`config.mk`:
```
export PLATFORM = sky130hd
export DESIGN_NAME = sbfsm_lts
export DESIGN_NICKNAME = d
export VERILOG_FILES = /design/src/verilog/sbfsm_pkg.sv /design/src/verilog/sbfsm_lts.sv /design/src/verilog/sbfsm_timer.sv
export VERILOG_INCLUDE_DIRS = /design/src /design/src/verilog
export SDC_FILE = /design/constraint.sdc
export NUM_CORES = 1
export LEC_CHECK = 0
export BUFFER_PORTS_ARGS = -buffer_cell sky130_fd_sc_hd__buf_2
export CAP_MARGIN = 20
export CORE_AREA = 2 2 96 116
export DETAILED_ROUTE_END_ITERATION = 16
export DIE_AREA = 0 0 98 118
export GPL_TIMING_DRIVEN = 1
export HOLD_SLACK_MARGIN = 0.06
export PLACE_DENSITY = 0.74
export SLEW_MARGIN = 20
export SYNTH_ARGS = -nofsm -noshare
export SYNTH_HDL_FRONTEND = slang
export SYNTH_SLANG_ARGS = --single-unit
```
`constraint.sdc`:
```
create_clock -name clk_i -period 2.2 [get_ports clk_i]
set_clock_uncertainty 0.05 [all_clocks]
set_input_delay 0.11 -clock clk_i [delete_from_list [all_inputs] [get_ports clk_i]]
set_output_delay 0.11 -clock clk_i [all_outputs]
set_load 0.02 [all_outputs]
```
`src/verilog/sbfsm_map.svh`:
```
`ifndef SBFSM_MAP_SVH
`define SBFSM_MAP_SVH
// command codes on the command channel
`define SBFSM_CMD_DEACT 4'h0
`define SBFSM_CMD_CLEAR 4'h1
`define SBFSM_CMD_SINGLE 4'h2
`define SBFSM_CMD_CONT 4'h3
`define SBFSM_CMD_ACT 4'h8
`define SBFSM_CMD_ACT_LOOP 4'hA
`define SBFSM_CMD_CONFIRM 4'hF
// indication codes
`define SBFSM_IND_INTERIM 4'h0
`define SBFSM_IND_NOT_SYNCED 4'h4
`define SBFSM_IND_ACT_REQ 4'h8
`define SBFSM_IND_CODE_VIOL 4'hB
`define SBFSM_IND_ACT_DONE 4'hC
`define SBFSM_IND_DEACTIVATED 4'hF
// timing figures
`define SBFSM_CLK_MHZ 125
`define SBFSM_INFO0_MS 16
`define SBFSM_GUARD_MS 32
`define SBFSM_INTERIM_MS 8
`define SBFSM_CYC_PER_MS (`SBFSM_CLK_MHZ * 1000)
`define SBFSM_INFO0_CYC (`SBFSM_INFO0_MS * `SBFSM_CYC_PER_MS)
`define SBFSM_GUARD_CYC (`SBFSM_GUARD_MS * `SBFSM_CYC_PER_MS)
`define SBFSM_INTERIM_CYC (`SBFSM_INTERIM_MS * `SBFSM_CYC_PER_MS)
// reset value of the transmit-off disable bit
`define SBFSM_TXOFF_RST 1'b1
`endif

```
`src/verilog/sbfsm_pkg.sv`:
```
package sbfsm_pkg;
  // layer-1 states of the line termination side
  typedef enum logic [3:0] {
    SBFSM_RESET,
    SBFSM_DEACT,
    SBFSM_PEND_ACT,
    SBFSM_ACTIVE,
    SBFSM_LOST_FRAME,
    SBFSM_PEND_DEACT,
    SBFSM_WAIT_CONFIRM,
    SBFSM_TEST_SINGLE,
    SBFSM_TEST_CONT
  } sbfsm_state_t;
  // transmitted line info
  typedef enum logic [2:0] {
    SBFSM_TX_INFO0,
    SBFSM_TX_INFO2,
    SBFSM_TX_INFO4,
    SBFSM_TX_SINGLE,
    SBFSM_TX_CONT
  } sbfsm_tx_t;
endpackage : sbfsm_pkg

```
`src/verilog/sbfsm_lts.sv`:
```
`timescale 1ns/1ns
`include "sbfsm_map.svh"
// Summary of operation
// - activated state sends INFO 4 until left
// - sync loss goes lost-framing, sends INFO 2
// - INFO 3 again resumes INFO 4
// - deactivation pending, done on 16/32 ms
// - wait state held until confirm command
// - single-pulse test sends single pulses
// - continuous-pulse test sends continuous pulses
// - code 0000 starts full deactivation
// - code 0001 resets, line infos ignored
// - code 1000 starts activation
// - code 1010 activates with analog loop
// - code 1111 enters deactivated, detection on
// - interim indication 0000 in deactivated state while a signal is heard, up to 8 ms
// - indication 0100 while receiver not synchronous
// - indication 1000 on non-INFO 0 activation
// - indication 1011 on violation when enabled
// - indication 1100 when synced and active
// - transmit-off bit gates buffers, resets one
// - transceiver-off bit stops all functions
// - INFO 2 frames with zero data, A zero
// - deactivated plus stimulus sends INFO 2
module sbfsm_lts
  import sbfsm_pkg::*;
#(
  parameter logic [22:0] INFO0_CYC = 23'(`SBFSM_INFO0_CYC),
  parameter logic [22:0] GUARD_CYC = 23'(`SBFSM_GUARD_CYC),
  parameter logic [22:0] INTERIM_CYC = 23'(`SBFSM_INTERIM_CYC)
) (
  input wire logic clk_i,
  input wire logic rstn_i,
  input wire logic [3:0] cmd_i, // command code from controller
  input wire logic rx_info0_i, // receiver sees INFO 0
  input wire logic rx_info3_i, // receiver sees INFO 3
  input wire logic rx_sync_i, // receiver frame synchronous
  input wire logic rx_viol_i, // illegal code violation pulse
  input wire logic illegal_violation_enable_i, // report violations
  input wire logic tx_buffer_off_bit_i, // transmit buffers off
  input wire logic xcvr_off_bit_i, // whole transceiver off
  output logic [3:0] ind_o, // indication code to controller
  output sbfsm_tx_t tx_info_o, // info to transmit
  output logic frame_a_bit_o, // A bit in sent frames
  output logic frame_data_en_o, // B, D, echo carry data
  output logic tx_drive_o, // transmit buffers enabled
  output logic rx_enable_o, // receiver and level detect on
  output logic loop_close_o // analog loop near the line
);
  sbfsm_state_t state; // current layer-1 state
  sbfsm_state_t next_state;
  logic loop; // loop requested at activation
  logic next_loop;
  logic txoff; // transmit-off bit, resets to one
  logic next_txoff;
  logic viol; // sticky violation while active
  logic next_viol;
  logic [3:0] next_ind;
  sbfsm_tx_t next_tx;
  logic t_short, t_long, i_long;
  logic info0_ok; // INFO 0 held 16 ms
  logic armed; // deactivated state entered via confirm
  logic next_armed;

  // line infos only matter when not being cleared and not powered off
  function automatic logic live(input logic [3:0] c, input logic off);
    return (c != `SBFSM_CMD_CLEAR) && !off;
  endfunction : live

  // deactivation timers: 16 ms of INFO 0 and 32 ms guard
  sbfsm_timer #(.SHORT_CYC(INFO0_CYC), .LONG_CYC(GUARD_CYC)) u_deact_timer (
    .clk_i(clk_i),
    .rstn_i(rstn_i),
    .restart_i(state != SBFSM_PEND_DEACT),
    .run_i(1'b1),
    .short_o(),
    .long_o(t_long)
  );
  // INFO 0 run timer, restarts whenever INFO 0 is absent
  sbfsm_timer #(.SHORT_CYC(INFO0_CYC), .LONG_CYC(INFO0_CYC)) u_info0_timer (
    .clk_i(clk_i),
    .rstn_i(rstn_i),
    .restart_i(state != SBFSM_PEND_DEACT || !rx_info0_i),
    .run_i(1'b1),
    .short_o(t_short),
    .long_o()
  );
  // interim indication timer in the deactivated state
  sbfsm_timer #(.SHORT_CYC(INTERIM_CYC), .LONG_CYC(INTERIM_CYC)) u_interim_timer (
    .clk_i(clk_i),
    .rstn_i(rstn_i),
    .restart_i(state != SBFSM_DEACT || rx_info0_i),
    .run_i(1'b1),
    .short_o(),
    .long_o(i_long)
  );
  assign info0_ok = t_short;

  // next state of the layer-1 sequencer
  always_comb begin
    next_state = state;
    next_loop = loop;
    next_armed = armed;
    if (xcvr_off_bit_i) begin
      next_state = SBFSM_RESET; // all functions stop
      next_loop = 1'b0;
    end else if (cmd_i == `SBFSM_CMD_CLEAR) begin
      next_state = SBFSM_RESET; // unconditional clear
      next_loop = 1'b0;
      next_armed = 1'b0;
    end else if (cmd_i == `SBFSM_CMD_SINGLE) begin
      next_state = SBFSM_TEST_SINGLE;
    end else if (cmd_i == `SBFSM_CMD_CONT) begin
      next_state = SBFSM_TEST_CONT;
    end else begin
      case (state)
        SBFSM_RESET, SBFSM_TEST_SINGLE, SBFSM_TEST_CONT: begin
          if (cmd_i == `SBFSM_CMD_CONFIRM) begin
            next_state = SBFSM_DEACT;
            next_armed = 1'b1;
          end else if (cmd_i == `SBFSM_CMD_ACT || cmd_i == `SBFSM_CMD_ACT_LOOP) begin
            next_state = SBFSM_PEND_ACT;
            next_loop = (cmd_i == `SBFSM_CMD_ACT_LOOP);
          end
        end
        SBFSM_DEACT: begin
          // stimulus from line or controller
          if (cmd_i == `SBFSM_CMD_ACT || cmd_i == `SBFSM_CMD_ACT_LOOP) begin
            next_state = SBFSM_PEND_ACT;
            next_loop = (cmd_i == `SBFSM_CMD_ACT_LOOP);
          end else if (!rx_info0_i && armed) begin
            next_state = SBFSM_PEND_ACT;
            next_loop = 1'b0;
          end
        end
        SBFSM_PEND_ACT: begin
          if (cmd_i == `SBFSM_CMD_DEACT) begin
            next_state = SBFSM_PEND_DEACT;
          end else if (rx_info3_i && rx_sync_i) begin
            next_state = SBFSM_ACTIVE;
          end
        end
        SBFSM_ACTIVE: begin
          if (cmd_i == `SBFSM_CMD_DEACT) begin
            next_state = SBFSM_PEND_DEACT;
          end else if (!rx_sync_i) begin
            next_state = SBFSM_LOST_FRAME;
          end
        end
        SBFSM_LOST_FRAME: begin
          if (cmd_i == `SBFSM_CMD_DEACT) begin
            next_state = SBFSM_PEND_DEACT;
          end else if (rx_info3_i && rx_sync_i) begin
            next_state = SBFSM_ACTIVE;
          end
        end
        SBFSM_PEND_DEACT: begin
          next_loop = 1'b0;
          if (info0_ok || t_long) begin
            next_state = SBFSM_WAIT_CONFIRM;
          end
        end
        SBFSM_WAIT_CONFIRM: begin
          if (cmd_i == `SBFSM_CMD_CONFIRM) begin
            next_state = SBFSM_DEACT;
            next_armed = 1'b1;
          end
        end
        default: begin
          next_state = SBFSM_RESET;
        end
      endcase
    end
  end

  // register the sequencer state
  always_ff @(posedge clk_i or negedge rstn_i) begin
    if (!rstn_i) begin
      state <= SBFSM_RESET;
      loop <= 1'b0;
      armed <= 1'b0;
    end else begin
      state <= next_state;
      loop <= next_loop;
      armed <= next_armed;
    end
  end

  // next transmit-off bit and sticky violation flag
  always_comb begin
    next_txoff = tx_buffer_off_bit_i;
    next_viol = viol;
    if (state != SBFSM_ACTIVE || !illegal_violation_enable_i) begin
      next_viol = 1'b0;
    end else if (rx_viol_i && live(cmd_i, xcvr_off_bit_i)) begin
      next_viol = 1'b1;
    end
  end

  // register transmit-off, reset value is off
  always_ff @(posedge clk_i or negedge rstn_i) begin
    if (!rstn_i) begin
      txoff <= `SBFSM_TXOFF_RST;
      viol <= 1'b0;
    end else begin
      txoff <= next_txoff;
      viol <= next_viol;
    end
  end

  // indication and transmit info from state
  always_comb begin
    next_ind = `SBFSM_IND_INTERIM;
    next_tx = SBFSM_TX_INFO0;
    case (state)
      SBFSM_RESET: begin
        next_ind = `SBFSM_IND_INTERIM;
      end
      SBFSM_DEACT: begin
        // interim while a signal is heard, until 8 ms
        next_ind = (!rx_info0_i && !i_long) ? `SBFSM_IND_INTERIM : `SBFSM_IND_DEACTIVATED;
      end
      SBFSM_PEND_ACT: begin
        next_tx = SBFSM_TX_INFO2;
        next_ind = rx_sync_i ? `SBFSM_IND_ACT_REQ : `SBFSM_IND_NOT_SYNCED;
      end
      SBFSM_ACTIVE: begin
        next_tx = SBFSM_TX_INFO4;
        if (viol) begin
          next_ind = `SBFSM_IND_CODE_VIOL;
        end else begin
          next_ind = `SBFSM_IND_ACT_DONE;
        end
      end
      SBFSM_LOST_FRAME: begin
        next_tx = SBFSM_TX_INFO2;
        next_ind = `SBFSM_IND_NOT_SYNCED;
      end
      SBFSM_PEND_DEACT: begin
        next_ind = `SBFSM_IND_INTERIM;
      end
      SBFSM_WAIT_CONFIRM: begin
        next_ind = `SBFSM_IND_DEACTIVATED;
      end
      SBFSM_TEST_SINGLE: begin
        next_tx = SBFSM_TX_SINGLE;
      end
      SBFSM_TEST_CONT: begin
        next_tx = SBFSM_TX_CONT;
      end
      default: begin
        next_tx = SBFSM_TX_INFO0;
      end
    endcase
  end

  // register the outputs
  always_ff @(posedge clk_i or negedge rstn_i) begin
    if (!rstn_i) begin
      ind_o <= `SBFSM_IND_INTERIM;
      tx_info_o <= SBFSM_TX_INFO0;
    end else begin
      ind_o <= next_ind;
      tx_info_o <= next_tx;
    end
  end

  // frame content follows the sent info
  assign frame_a_bit_o = (tx_info_o == SBFSM_TX_INFO4);
  assign frame_data_en_o = (tx_info_o == SBFSM_TX_INFO4);
  assign tx_drive_o = !txoff && !xcvr_off_bit_i;
  assign rx_enable_o = !xcvr_off_bit_i;
  assign loop_close_o = loop && !xcvr_off_bit_i;

  // checks
  a_active_info4: assert property (@(posedge clk_i) disable iff (!rstn_i)
    state == SBFSM_ACTIVE |=> tx_info_o == SBFSM_TX_INFO4) else $error("active not sending info 4");
  a_lost_frame: assert property (@(posedge clk_i) disable iff (!rstn_i)
    state == SBFSM_ACTIVE && !rx_sync_i && cmd_i == `SBFSM_CMD_ACT && !xcvr_off_bit_i
    |=> state == SBFSM_LOST_FRAME ##1 tx_info_o == SBFSM_TX_INFO2) else $error("sync loss not handled");
  a_resume_info4: assert property (@(posedge clk_i) disable iff (!rstn_i)
    state == SBFSM_LOST_FRAME && rx_info3_i && rx_sync_i && cmd_i == `SBFSM_CMD_ACT && !xcvr_off_bit_i
    |=> state == SBFSM_ACTIVE) else $error("no resume on info 3");
  a_deact_done: assert property (@(posedge clk_i) disable iff (!rstn_i)
    state == SBFSM_WAIT_CONFIRM |=> ind_o == `SBFSM_IND_DEACTIVATED) else $error("wait state ind wrong");
  a_wait_hold: assert property (@(posedge clk_i) disable iff (!rstn_i)
    state == SBFSM_WAIT_CONFIRM && !xcvr_off_bit_i && cmd_i == `SBFSM_CMD_DEACT
    |=> state == SBFSM_WAIT_CONFIRM) else $error("wait state left early");
  a_clear_cmd: assert property (@(posedge clk_i) disable iff (!rstn_i)
    cmd_i == `SBFSM_CMD_CLEAR |=> state == SBFSM_RESET) else $error("clear not taken");
  a_test_cont: assert property (@(posedge clk_i) disable iff (!rstn_i)
    cmd_i == `SBFSM_CMD_CONT && !xcvr_off_bit_i |=> ##1 tx_info_o == SBFSM_TX_CONT) else $error("no cont pulses");
  a_xcvr_off: assert property (@(posedge clk_i) disable iff (!rstn_i)
    xcvr_off_bit_i |-> !tx_drive_o && !rx_enable_o) else $error("transceiver not off");
  c_activation: cover property (@(posedge clk_i) disable iff (!rstn_i)
    state == SBFSM_PEND_ACT ##1 state == SBFSM_ACTIVE);
  c_lost_frame: cover property (@(posedge clk_i) disable iff (!rstn_i)
    state == SBFSM_LOST_FRAME ##1 state == SBFSM_ACTIVE);
  c_deact: cover property (@(posedge clk_i) disable iff (!rstn_i)
    state == SBFSM_PEND_DEACT ##1 state == SBFSM_WAIT_CONFIRM);
endmodule : sbfsm_lts

```
`src/verilog/sbfsm_timer.sv`:
```
`timescale 1ns/1ns
`include "sbfsm_map.svh"
// interval counter with restart and two threshold flags
module sbfsm_timer #(
  parameter int W = 23,
  parameter logic [22:0] SHORT_CYC = 23'(`SBFSM_INFO0_CYC),
  parameter logic [22:0] LONG_CYC = 23'(`SBFSM_GUARD_CYC)
) (
  input wire logic clk_i,
  input wire logic rstn_i,
  input wire logic restart_i,
  input wire logic run_i,
  output logic short_o,
  output logic long_o
);
  logic [W-1:0] count; // elapsed cycles
  logic [W-1:0] next_count;
  // next count: restart clears, run advances, saturates at long limit
  always_comb begin
    next_count = count;
    if (restart_i) begin
      next_count = '0;
    end else if (run_i && count < W'(LONG_CYC)) begin
      next_count = count + W'(1);
    end
  end
  // register the count
  always_ff @(posedge clk_i or negedge rstn_i) begin
    if (!rstn_i) begin
      count <= '0;
    end else begin
      count <= next_count;
    end
  end
  assign short_o = count >= W'(SHORT_CYC);
  assign long_o = count >= W'(LONG_CYC);
endmodule : sbfsm_timer
```
After elaboration in Yosys (flattened, before gate mapping):

Cells that the tools add are included.

* $add $sub $neg: 3
* magnitude comparators: 6
* equality and inequality tests: 32
* mux-type cells: 42
* bitwise gates (word level): 1
* reductions and logical operators: 32

Operator list (number)
* two-way mux 23 bit: 6
* adder 23 x 1 -> 23 bit (second input constant): 3
* two-way mux 4 bit: 16
* case mux 4 bit (6 select lines): 1
* >= comparator 23 x 20 -> 1 bit (second input constant): 1
* >= comparator 23 x 21 -> 1 bit (second input constant): 1
* >= comparator 23 x 22 -> 1 bit (second input constant): 1
* < comparator 23 x 20 -> 1 bit (second input constant): 1
* < comparator 23 x 21 -> 1 bit (second input constant): 1
* < comparator 23 x 22 -> 1 bit (second input constant): 1
* inequality test 7 bit (second input constant): 3
* case mux 4 bit (5 select lines): 1
* == test 4 x 2 -> 1 bit (second input constant): 4
* == test 4 x 3 -> 1 bit (second input constant): 4
* == test 4 bit (second input constant): 4
* two-way mux 1 bit: 15
* inequality test 6 bit (second input constant): 2
* case mux 3 bit (4 select lines): 1
* AND reduction 6 bit: 2
* nonzero test 2 bit: 6
* == test 4 x 1 -> 1 bit (second input constant): 2
* logical NOT 4 bit: 2
* inequality test 4 x 1 -> 1 bit (second input constant): 2
* inequality test 4 bit (second input constant): 2
* other kinds (18): 34

* bits in registers: 84
* input bits: 13
* output and inout port bits: 12
* logic and storage cells: 126

Logic depth before layout (Yosys ltp):

Gate-level depths: netlist of run 1.

* depth after elaboration: 9
* gate-level depth with buffers: 8
* gate-level depth less buffers: 7

Cells and area by module:

A second synthesis of run 1 with hierarchy kept.

* cells, all modules: 559
* area total of the unflattened synthesis: 5221.3 um^2

By module, submodules not included
* sbfsm_timer (u_deact_timer): instances 1, cells an instance 154, area an instance 1574.0 um^2, sequential area each 575.6 um^2
* sbfsm_timer (u_info0_timer): instances 1, cells an instance 136, area an instance 1257.5 um^2, sequential area each 575.6 um^2
* sbfsm_timer (u_interim_timer): instances 1, cells an instance 134, area an instance 1256.2 um^2, sequential area each 575.6 um^2
* sbfsm_lts: instances 1, cells an instance 135, area an instance 1133.6 um^2, sequential area each 351.6 um^2

Least setup slack after synthesis of run 1:

Ideal clock, no wire load.

* path kind: register to register
* from: reg state[1]
* to: reg state[0]
* setup time: 0.125 ns
* data arrival time: 1.881 ns
* required time: 2.025 ns
* setup slack: 0.144 ns
* cell stages (with the launch flop): 8
* path buffers: 1
* clock period less this slack: 2.056 ns
* cells stage by stage: dfrtp_1 buf_2 or4b_1 nor3_1 a31oi_1 a221oi_2 a31oi_2 mux2_2

* longest elaborated chain between the ends: 7
* elaborated cells between the ends (all ways): 23
* those cells by class: 14 x eq/ne; 5 x mux; 4 x reduce/logical

Ends and longest elaborated chain
* start, declared: RTL line sbfsm_lts.sv:50 `sbfsm_state_t state;`
* start signal, assigned: RTL line sbfsm_lts.sv:183 `state <= next_state;`
* == test 4 bit, or another cell as far along: RTL line sbfsm_lts.sv:116 `case (state)`
* OR reduction 3 bit or OR reduction 2 bit (tied branches)
* case mux 4 bit (6 select lines): RTL line sbfsm_lts.sv:116
* two-way mux 4 bit: RTL line sbfsm_lts.sv:113 `` end else if (cmd_i == `SBFSM_CMD_CONT) begin ``
* two-way mux 4 bit: RTL line sbfsm_lts.sv:111 `` end else if (cmd_i == `SBFSM_CMD_SINGLE) begin ``
* two-way mux 4 bit: RTL line sbfsm_lts.sv:107 `` end else if (cmd_i == `SBFSM_CMD_CLEAR) begin ``
* two-way mux 4 bit: RTL line sbfsm_lts.sv:104 `if (xcvr_off_bit_i) begin`

Parallel ways exist; a longest one is shown, timed or not.
A chain may end at the register's enable or synchronous reset.

Worst setup path in the final report of run 1:

* from: reg u_interim_timer.count[13]
* to: reg u_interim_timer.count[15]

* longest elaborated chain between the ends: 3
* elaborated cells between the ends (all ways): 5
* those cells by class: 1 x add/sub; 1 x order compare; 2 x mux; 1 x reduce/logical

Ends and longest elaborated chain
* start, declared: RTL line sbfsm_timer.sv:16 `logic [W-1:0] count;`
* start signal, assigned: RTL line sbfsm_timer.sv:32 `count <= next_count;`
* adder 23 x 1 -> 23 bit: RTL line sbfsm_timer.sv:24 `next_count = count + W'(1);`
* two-way mux 23 bit: RTL line sbfsm_timer.sv:23 `end else if (run_i && count < W'(LONG_CYC)) begin`
* two-way mux 23 bit: RTL line sbfsm_timer.sv:21 `if (restart_i) begin`

Parallel ways exist; a longest one is shown, timed or not. The select of a mux whose other input is x is not followed.

==> impl_metrics.yaml, run 1 <==
route:
  drt_iter0_markers: 218
  wl_per_cell_um: 15.14
  avgViaCountPerCell: 5.623
  drc: 0
  drtPass1Iterations: 4
  drt-total-wl_um: 10370
  vias: 3852
  ant_nets: 0
cells_and_area:
  drive_above_1_share_pct: 21.40
  area_growth_pct: 21.19
  regArea_um2: 2079
  multi_input_area_um2: 2465
  fill_cells: 903
  fin_nets: 570
  antenna_cells: 0
placed_design:
  io_buffers: 24
  place_ws_ps: -156.1
  hpwlAfterDp_um: 7210
  place_congestion: 0.8538
worst_setup_path:
  path_buf_inv: 1
  startpoint_type: "flip-flop"
  cp_cell_sequence: "or4_4 -> o211ai_4 -> nand4_4 -> buf_12 -> nor4_4 -> xnor2_1 -> nor2_1"
  cp_max_fo: 16
  critPathSlowestCell: "or4_4"
  cpPeakStageDelay_ps: 560
  worstSetupPathType: "reg -> reg"
  crit_path_end_kind: "flip-flop"
  crit_required_ps: 2370
  reg2reg_slack_ps: 60
  crit_arrival_ps: 2310
  crit_family: "simple AND/OR/NAND/NOR gates"
yosys:
  synthMuxAreaShare_pct: 1.630
  synth-simple-area-share_pct: 28.42
  netlist_area_um2: 4606
  yosysTopAreaCell: "dfrtp_1"
  synth_fa_ha_area_share_pct: 1.630
  synth_top_area_share_pct: 44.55
  synth_ff_type: "dfrtp_1"
  synth.ff_latch_count: 83
  synth_edf_count: 0
  synthTopCellsByArea: "dfrtp_1, nor2_1, xor2_1"
  synth_top_family_by_area: "simple AND/OR/NAND/NOR gates"
  ys_warn_count: 0
  synthTopCellsByCount: "dfrtp_1, nor2_1, nand2_1"
  syn_nets: 514
  synthArstFlopShare_pct: 100.0
  synth.avg_cell_area_um2: 9.304
  yosysUniqueCellTypes: 59
  ys_seq_area_share_pct: 45.12
  synth-compound-area-share_pct: 9.481
  synth-xor-area-share_pct: 10.08
  syn_inst: 495
grt:
  gr-usage-met2_pct: 32.41
  grt_overflow: 0
  grt_use_total_pct: 18.62
  grt_pass1_vias: 3787
  antenna_found_initial: 0
  grt_use_met1_pct: 22.18
  use_met3_pct: 4.335
  grt_max_degree: 48
  grt_pass1_wl_um: 17720
  top_usage_layer: "met2"
clock_tree:
  cts_tree: "yes"
  htreeDepth: 3
  cts_root_buf: "clkbuf_16"
  clk_latency_ps: 340
  cts_buffers: 9
  clk_path_buf_depth: 2
  clkSinkCount: 83
  clkSlewWorstSetupHoldPaths_ps: 60
die:
  initial_utilization_pct: 44.23
  core-area_um2: 10410
  die_x_um: 98
  dieHeight_um: 118
  placementRows: 41
  io_pins: 25
  dieArea_um2: 11560
timing:
  finalCritPeriodShare_pct: 97.28
  tns_ps: 0
  max_slew_margin_pct: 54.21
  finalCriticalPeriod_ps: 2140
  rsz0062_at_grt: "yes"
  drv_slew: 0
  max_freq_mhz: 467.2
  hold_viol: 0
  setup_viol: 0
  tightest_slew_ps: 685.2
  setup_ws_ps: 59.77
run:
  drv_cap: 0
power_and_ir_drop:
  vdd_ir_drop_max_mv: 0.4248
  power_density_nw_per_um2: 737.4
  p_leak_nw: 2.315
status:
  status: "completed"
hold_path:
  hold_path.class: "in -> reg"
-- timing repair --
action,in CTS,in global routing
endpoints found under the setup margin,10,19
setup buffers,2,5
endpoints found under the hold margin,49,0
hold buffers,4,0
pin swaps,2,5
gates resized for setup,7,13
-- state kept, by name, indices dropped and copies added, names as in the netlist --
signal and count:
armed 1, u_deact_timer.count 23, tx_info_o 3, u_info0_timer.count 23, loop 1, txoff 1, ind_o 3, state 4
u_interim_timer.count 23, viol 1
-- layer usage --
layer / vias to the layer above / part of all wire, %
li1: 1841 / -
met2: 67 / 53
met1: 1916 / 42
met3: 28 / 3.4
met5: - / 0
met4: 0 / 2.3
-- worst min-delay path: cells and delay by family --
family / cells / cell delay, ps
buffers and inverters: 1 / 100
AOI/OAI and AO/OA: 1 / 150
and+or+nand+nor: 1 / 60
-- cells by family (layout without fill, tap and decap cells) --
| group | Yosys count | count (layout) |
|---|---|---|
| and+or+nand+nor | 249 | 249 |
| AOI/OAI and AO/OA | 58 | 58 |
| buffers and inverters | 39 | 100 |
| muxes | 7 | 7 |
| xor gates and xnor gates | 53 | 53 |
| DFF | 83 | 83 |
| adders and majority gates | 6 | 6 |
-- power by group --
part           switching [W]  internal (W)  leakage (nW)
Sequential         0.0000435       0.00160          1.15
Clock               0.000607       0.00102         0.155
Combinational       0.000482      0.000358          1.01
-- layout make-up --
class,instances,area share (%)
Clock buffer,10,4.282
Multi-Input combinational cell,373,44.16
Timing Repair Buffer,68,8.742
Tap cell,129,2.892
Clock inverter,6,1.592
Sequential cell,83,37.26
Inverter,16,1.076
-- metrics by stage --
stage                     hold slack [ps]  util, %  power [W]  area (µm²)  cells
after floorplan                    -235.6        -   0.002211        4606    495
after global placement              101.1    48.42   0.002441        5042    658
after detailed placement            119.6    48.42   0.002467        5042    658
after CTS                           63.84    52.51   0.004117        5468    680
after global routing                78.31    53.60   0.004302        5582    685
final                               72.10    53.60   0.004116        5582    685
-- layout by cell type (no fill, tap or decap), types with 3 or more instances in the layout --
cell type / netlist / final
dfrtp_1: 82 / 81
nand2_1: 45 / 45
nor3_2: 7 / 9
a31oi_1: 4 / 4
inv_1: 16 / 16
buf_4: 2 / 39
clkbuf_16: 0 / 9
nand3_1: 24 / 24
nor4_1: 6 / 5
and3_1: 13 / 13
or2_2: 3 / 3
and4_1: 4 / 4
nor2_1: 82 / 82
or3_1: 7 / 7
nor2b_1: 5 / 5
a21oi_1: 14 / 14
xnor2_1: 25 / 25
mux2_2: 4 / 3
nand4_1: 15 / 15
nor4b_2: 1 / 4
o21ai_0: 13 / 12
mux2i_1: 3 / 3
nor3_1: 12 / 10
nor4_4: 0 / 4
ha_1: 6 / 6
and2_1: 4 / 4
nor3b_1: 3 / 3
buf_2: 5 / 23
xor2_1: 28 / 28
dlygate4sd3_1: 0 / 4
-- path summary, 6_finish.rpt --
kind	cells past startpoint	startpoint	to
hold reg to reg	2	u_interim_timer.count[19]	u_interim_timer.count[19]
min in group asynchronous	2	rstn_i	ind_o[3]
hold / removal	3	rx_viol_i	viol
max in group asynchronous	3	rstn_i	u_info0_timer.count[1]
setup / recovery	7	u_interim_timer.count[13]	u_interim_timer.count[15]
setup reg to reg	7	u_interim_timer.count[13]	u_interim_timer.count[15]
No activity file was read; power rests on OpenSTA's default activity.
==> run 2, diff against run 1 <==
--- a/config.mk
+++ b/config.mk
@@ -6,11 +6,12 @@
 export SDC_FILE = /design/constraint.sdc
 export NUM_CORES = 1
 export LEC_CHECK = 0
+export ABC_AREA = 1
 export BUFFER_PORTS_ARGS = -buffer_cell sky130_fd_sc_hd__buf_2
 export CAP_MARGIN = 20
-export CORE_AREA = 2 2 96 116
+export CORE_AREA = 2 2 102 124
 export DETAILED_ROUTE_END_ITERATION = 16
-export DIE_AREA = 0 0 98 118
+export DIE_AREA = 0 0 104 126
 export GPL_TIMING_DRIVEN = 1
 export HOLD_SLACK_MARGIN = 0.06
 export PLACE_DENSITY = 0.74
==> impl_metrics.yaml, run 2 <==
route:
  wl_per_cell_um: 12.44
  drtPass1Iterations: 5
  avgViaCountPerCell: 5.025
  drt_iter0_markers: 271
  vias: 4794
  ant_nets: 0
  drt-total-wl_um: 11870
  drc: 0
yosys:
  synth_top_area_share_pct: 38.99
  synthTopCellsByCount: "nand2_1, nor2_1, inv_1"
  synth.avg_cell_area_um2: 6.961
  yosysMostFrequentCell: "nand2_1"
  yosysTopAreaCell: "dfrtp_1"
  synthTopCellsByArea: "dfrtp_1, nand2_1, nor2_1"
  synth_edf_count: 0
  synth.ff_latch_count: 83
  ys_warn_count: 0
  synth_ff_type: "dfrtp_1"
  netlist_area_um2: 5263
  yosysUniqueCellTypes: 45
  syn_inst: 756
  synthArstFlopShare_pct: 100.0
  syn_nets: 775
  ys_seq_area_share_pct: 39.49
grt:
  grt_pass1_wl_um: 20780
  grt_max_degree: 44
  grt_pass1_vias: 4626
  antenna_found_initial: 0
  grt_overflow: 0
  grt_use_total_pct: 18.95
clock_tree:
  cts_resized: 0
  clk_latency_ps: 340
  cts_root_buf: "clkbuf_16"
  cts_tree: "yes"
  clkSlewWorstSetupHoldPaths_ps: 70
  htreeDepth: 3
  clkSinkCount: 83
  clk_path_buf_depth: 2
  cts_buffers: 9
timing:
  drv_slew: 0
  max_slew_margin_pct: 55.04
  tns_ps: 0
  finalCritPeriodShare_pct: 87.95
  finalCriticalPeriod_ps: 1935
  tightest_slew_ps: 673.6
  rsz0062_at_grt: "no"
  max_freq_mhz: 516.8
  hold_viol: 0
  setup_viol: 0
worst_setup_path:
  worstSetupPathType: "reg -> reg"
  crit_family: "simple AND/OR/NAND/NOR gates"
  cp_max_fo: 8
  cp_common_cell: "nor2_1"
  r2r_cells: 9
  cp_cell_sequence: "nor2_1 -> nand3_1 -> nor2_1 -> nor2_1 -> nor2_4 -> buf_4 -> nand2_1 -> o21ai_0 -> a21oi_1"
  crit_path_end_kind: "flip-flop"
  critPathSlowestCell: "dfrtp_1"
  path_buf_inv: 1
  cpPeakStageDelay_ps: 460
  reg2reg_from: "u_info0_timer.count[12]"
  crit_required_ps: 2360
  reg2reg_slack_ps: 270
  r2r_end: "u_info0_timer.count[3]"
  startpoint_type: "flip-flop"
  crit_arrival_ps: 2100
run:
  drv_cap: 0
placed_design:
  hpwlAfterDp_um: 8677
  place_congestion: 0.8867
  io_buffers: 24
die:
  die_x_um: 104
  initial_utilization_pct: 44.26
  dieHeight_um: 126
  dieArea_um2: 13100
  io_pins: 25
  placementRows: 44
  core-area_um2: 11890
cells_and_area:
  area_growth_pct: 13.31
  antenna_cells: 0
  largestRegisters: "u_deact_timer.count x23, u_info0_timer.count x23, u_interim_timer.count x23"
  final_cell_mix: "nand2_1, nor2_1, inv_1"
  final_core_util_pct: 50.15
  final_common_cell: "nand2_1"
  drive_above_1_share_pct: 9.206
  fin_nets: 807
hold_path:
  min_from: "xcvr_off_bit_i"
  hold_path.class: "in -> reg"
  hold_path_end: "loop"
  min_path_cells: 4
power_and_ir_drop:
  vdd_ir_drop_max_mv: 0.4002
  p_leak_nw: 2.672
  power_density_nw_per_um2: 682.4
status:
  status: "completed"
run 2: cell count changes in the layout (fill, tap and decap cells not counted), sizes merged, moves of 8 or more:
cell   delta
a21oi    +16
xor2      -8
buf      -32
and3     -13
inv      +84
xnor2    -22
nand3    +51
nand2   +159
nor2     +28
nor3     +17
o21ai    +17
run 2: metrics by stage:
stage	hold slack [ps]	cells	cell area [µm²]	power, W	worst slack [ps]
final	104.4	954	5963	0.004069	265.0
after global routing	117.8	954	5963	0.004248	75.72
after CTS	96.26	954	5963	0.004099	283.9
after detailed placement	84.14	933	5563	0.002315	318.2
after global placement	81.40	933	5563	0.002312	363.9
after floorplan	-235.6	756	5263	0.002134	475.2
run 2: timing repair:
action                                 in CTS  in global routing
buffers inserted                            0                  0
hold buffers                                5                  0
endpoints found under the hold margin      42                  0
run 2: cell families after synthesis:
kind of cell | Yosys count | synth area share, %
xor gates and xnor gates | 23 | 3.828
adders and majority gates | 6 | 1.426
DFF | 83 | 39.49
AOI/OAI and AO/OA | 77 | 8.417
buffers and inverters | 116 | 9.059
and+or+nand+nor | 451 | 37.78
run 2: area by class of cell:
class                           count  area (µm²)
Inverter                          100       380.4
Timing Repair Buffer               37       245.2
Fill cell                        1171        5928
Sequential cell                    83        2078
Clock buffer                       10       239.0
Multi-Input combinational cell    557        2708
Tap cell                          161       201.4
Clock inverter                      6       111.4
run 2: metal layers:
metal	track usage, %	up-vias	routed length [µm]
li1	-	2494	-
met1	23.88	2197	5338
met2	33.71	89	5920
met3	2.795	14	423
met4	5.644	0	182
met5	0	-	0
run 2: worst max-delay path by stage:
stage	from	end	slack, ps	cells after the start
finish	u_info0_timer.count[12]	u_info0_timer.count[3]	270	9
global route	u_info0_timer.count[0]	u_info0_timer.count[14]	80	8
CTS	u_info0_timer.count[12]	u_info0_timer.count[5]	280	9
detailed placement	state[3]	u_interim_timer.count[17]	320	7
global placement	u_info0_timer.count[11]	u_info0_timer.count[2]	360	9
floorplan	u_info0_timer.count[0]	u_info0_timer.count[14]	480	8
run 2: where the power goes:
group / switching [W] / internal (W)
clock network: 0.000629 / 0.00114
registers: 0.0000517 / 0.00159
logic: 0.000448 / 0.000204
total: 0.00113 / 0.00294
run 2: tightest hold or removal path, stage by stage:
cell     delay, ps
buf_2          130
nor4_1          70
nand4_1         90
nand2_1         50
==> run 3, diff against run 2 <==
--- a/config.mk
+++ b/config.mk
@@ -9,12 +9,12 @@
 export ABC_AREA = 1
 export BUFFER_PORTS_ARGS = -buffer_cell sky130_fd_sc_hd__buf_2
 export CAP_MARGIN = 20
-export CORE_AREA = 2 2 102 124
+export CORE_AREA = 2 2 104 127
 export DETAILED_ROUTE_END_ITERATION = 16
-export DIE_AREA = 0 0 104 126
+export DIE_AREA = 0 0 106 129
 export GPL_TIMING_DRIVEN = 1
 export HOLD_SLACK_MARGIN = 0.06
-export PLACE_DENSITY = 0.74
+export PLACE_DENSITY = 0.72
 export SLEW_MARGIN = 20
 export SYNTH_ARGS = -nofsm -noshare
 export SYNTH_HDL_FRONTEND = slang
==> impl_metrics.yaml, run 3 (synthesis results as in run 2) <==
status:
  status: "completed"
timing:
  tns_ps: 0
  max_freq_mhz: 504.9
  tightest_slew_ps: 650.9
  drv_slew: 0
  setup_viol: 0
  finalCriticalPeriod_ps: 1981
  finalCritPeriodShare_pct: 90.02
  hold_viol: 0
  setup_ws_ps: 219.5
  max_slew_margin_pct: 56.56
  rsz0062_at_grt: "no"
worst_setup_path:
  reg2reg_from: "u_info0_timer.count[12]"
  crit_required_ps: 2400
  crit_arrival_ps: 2180
  cpPeakStageDelay_ps: 460
  crit_path_end_kind: "flip-flop"
  cp_common_cell: "nor2_1"
  crit_start: "u_info0_timer.count[12]"
  worstSetupPathType: "reg -> reg"
  cp_max_fo: 15
  critPathSlowestCell: "dfrtp_1"
  cp_cell_sequence: "nor2_1 -> nand3_1 -> nor2_1 -> nor2_1 -> nor2_4 -> nor2_8 -> inv_2 -> nand3_1 -> a21oi_1"
  startpoint_type: "flip-flop"
cells_and_area:
  regArea_um2: 2078
  largestRegisters: "u_deact_timer.count x23, u_info0_timer.count x23, u_interim_timer.count x23"
  fin_nets: 808
  final_cell_mix: "nand2_1, nor2_1, inv_1"
  multi_input_area_um2: 2708
  final_common_cell: "nand2_1"
  drive_above_1_share_pct: 9.320
  fill_cells: 1203
  antenna_cells: 0
  area_growth_pct: 13.53
  final_core_util_pct: 48.01
route:
  drt_iter0_markers: 321
  vias: 4886
  drc: 0
  drt-total-wl_um: 11710
  drtPass1Iterations: 5
  wl_per_cell_um: 12.22
  ant_nets: 0
  avgViaCountPerCell: 5.100
die:
  core-area_um2: 12440
  die_x_um: 106
  placementRows: 45
  dieHeight_um: 129
  io_pins: 25
  dieArea_um2: 13670
  initial_utilization_pct: 42.29
power_and_ir_drop:
  sw_frac_of_total_pct: 27.42
  vdd_ir_drop_max_mv: 0.3959
  p_sw_w: 0.001113
  power.internal_w: 0.002944
  power_density_nw_per_um2: 679.0
  clkPwrFrac_pct: 43.3
  p_seq_share_pct: 40.6
  total_power_w: 0.004057
  combPwrFrac_pct: 16.1
  p_leak_nw: 2.678
clock_tree:
  clkSinkCount: 83
  cts_tree: "yes"
  clk_path_buf_depth: 2
  cts_root_buf: "clkbuf_16"
  clk_latency_ps: 340
  cts_setup_buffers: 0
  cts_resized: 0
  htreeDepth: 3
  clkSlewWorstSetupHoldPaths_ps: 60
  cts_buffers: 9
grt:
  grt_max_degree: 43
  grt_pass1_wl_um: 20800
  antenna_found_initial: 0
  grt_overflow: 0
  grt_use_total_pct: 18.46
  grt_pass1_vias: 4710
hold_path:
  min_from: "xcvr_off_bit_i"
  hold_path.class: "in -> reg"
placed_design:
  place_ws_ps: 271.8
  hpwlAfterDp_um: 8609
  place_congestion: 0.9302
  io_buffers: 24
run:
  drv_cap: 0
-- run 3: changes by cell type in the layout (fill, tap and decap cells not counted) --
cell   delta
buf_4     +1
-- run 3: critical path: cells and delay by family, from the launching register on --
family	cells	cell delay (ps)
simple gates	7	960
flops	1	460
buf+inv	1	250
compound gates	1	170
-- run 3: what timing repair did --
action | in CTS | in global routing
endpoints found under the setup margin | 0 | 0
hold endpoints to repair | 43 | 0
hold buffers | 5 | 0
-- run 3: per-stage QoR --
| step | instances | hold slack [ps] | instance area (µm²) |
|---|---|---|---|
| 2_1_floorplan | 756 | -235.6 | 5263 |
| 3_3_place_gp | 937 | 84.76 | 5574 |
| 3_5_place_dp | 937 | 88.21 | 5574 |
| 4_1_cts | 958 | 98.03 | 5974 |
| 5_1_grt | 958 | 125.9 | 5974 |
| 6_report | 958 | 111.1 | 5974 |
-- run 3: final timing paths --
kind	to	slack, ps	cells after the start
hold / removal	armed	110	3
max in group asynchronous	u_info0_timer.count[2]	1240	3
setup / recovery	u_info0_timer.count[2]	220	9
setup reg to reg	u_info0_timer.count[2]	220	9
min in group asynchronous	u_interim_timer.count[22]	250	2
hold reg to reg	loop	430	2
-- run 3: cell type report --
cell class              count  share of cell area [%]
clock buffers              10                   4.000
inverters                 100                   6.366
repair buffers             38                   4.230
clock inverters             6                   1.864
multi-input cells         557                   45.32
flip-flops and latches     83                   34.79
well taps                 164                   3.435
-- run 3: power groups by stage --
stage	registers (W)	clock network [W]	logic, W
2_1_floorplan	0.00170	0	0.000430
3_3_place_gp	0.00167	0	0.000645
3_5_place_dp	0.00167	0	0.000644
4_1_cts	0.00165	0.00178	0.000654
5_1_grt	0.00165	0.00185	0.000735
6_report	0.00165	0.00176	0.000655
-- run 3: metal layers --
| metal | global-route usage [%] | wire length [µm] | vias to the layer above |
|---|---|---|---|
| li1 | - | - | 2507 |
| met1 | 23.46 | 5344 | 2273 |
| met4 | 6.347 | 212 | 0 |
| met3 | 2.786 | 375 | 14 |
| met2 | 32.18 | 5776 | 92 |
| met5 | 0 | 0 | - |
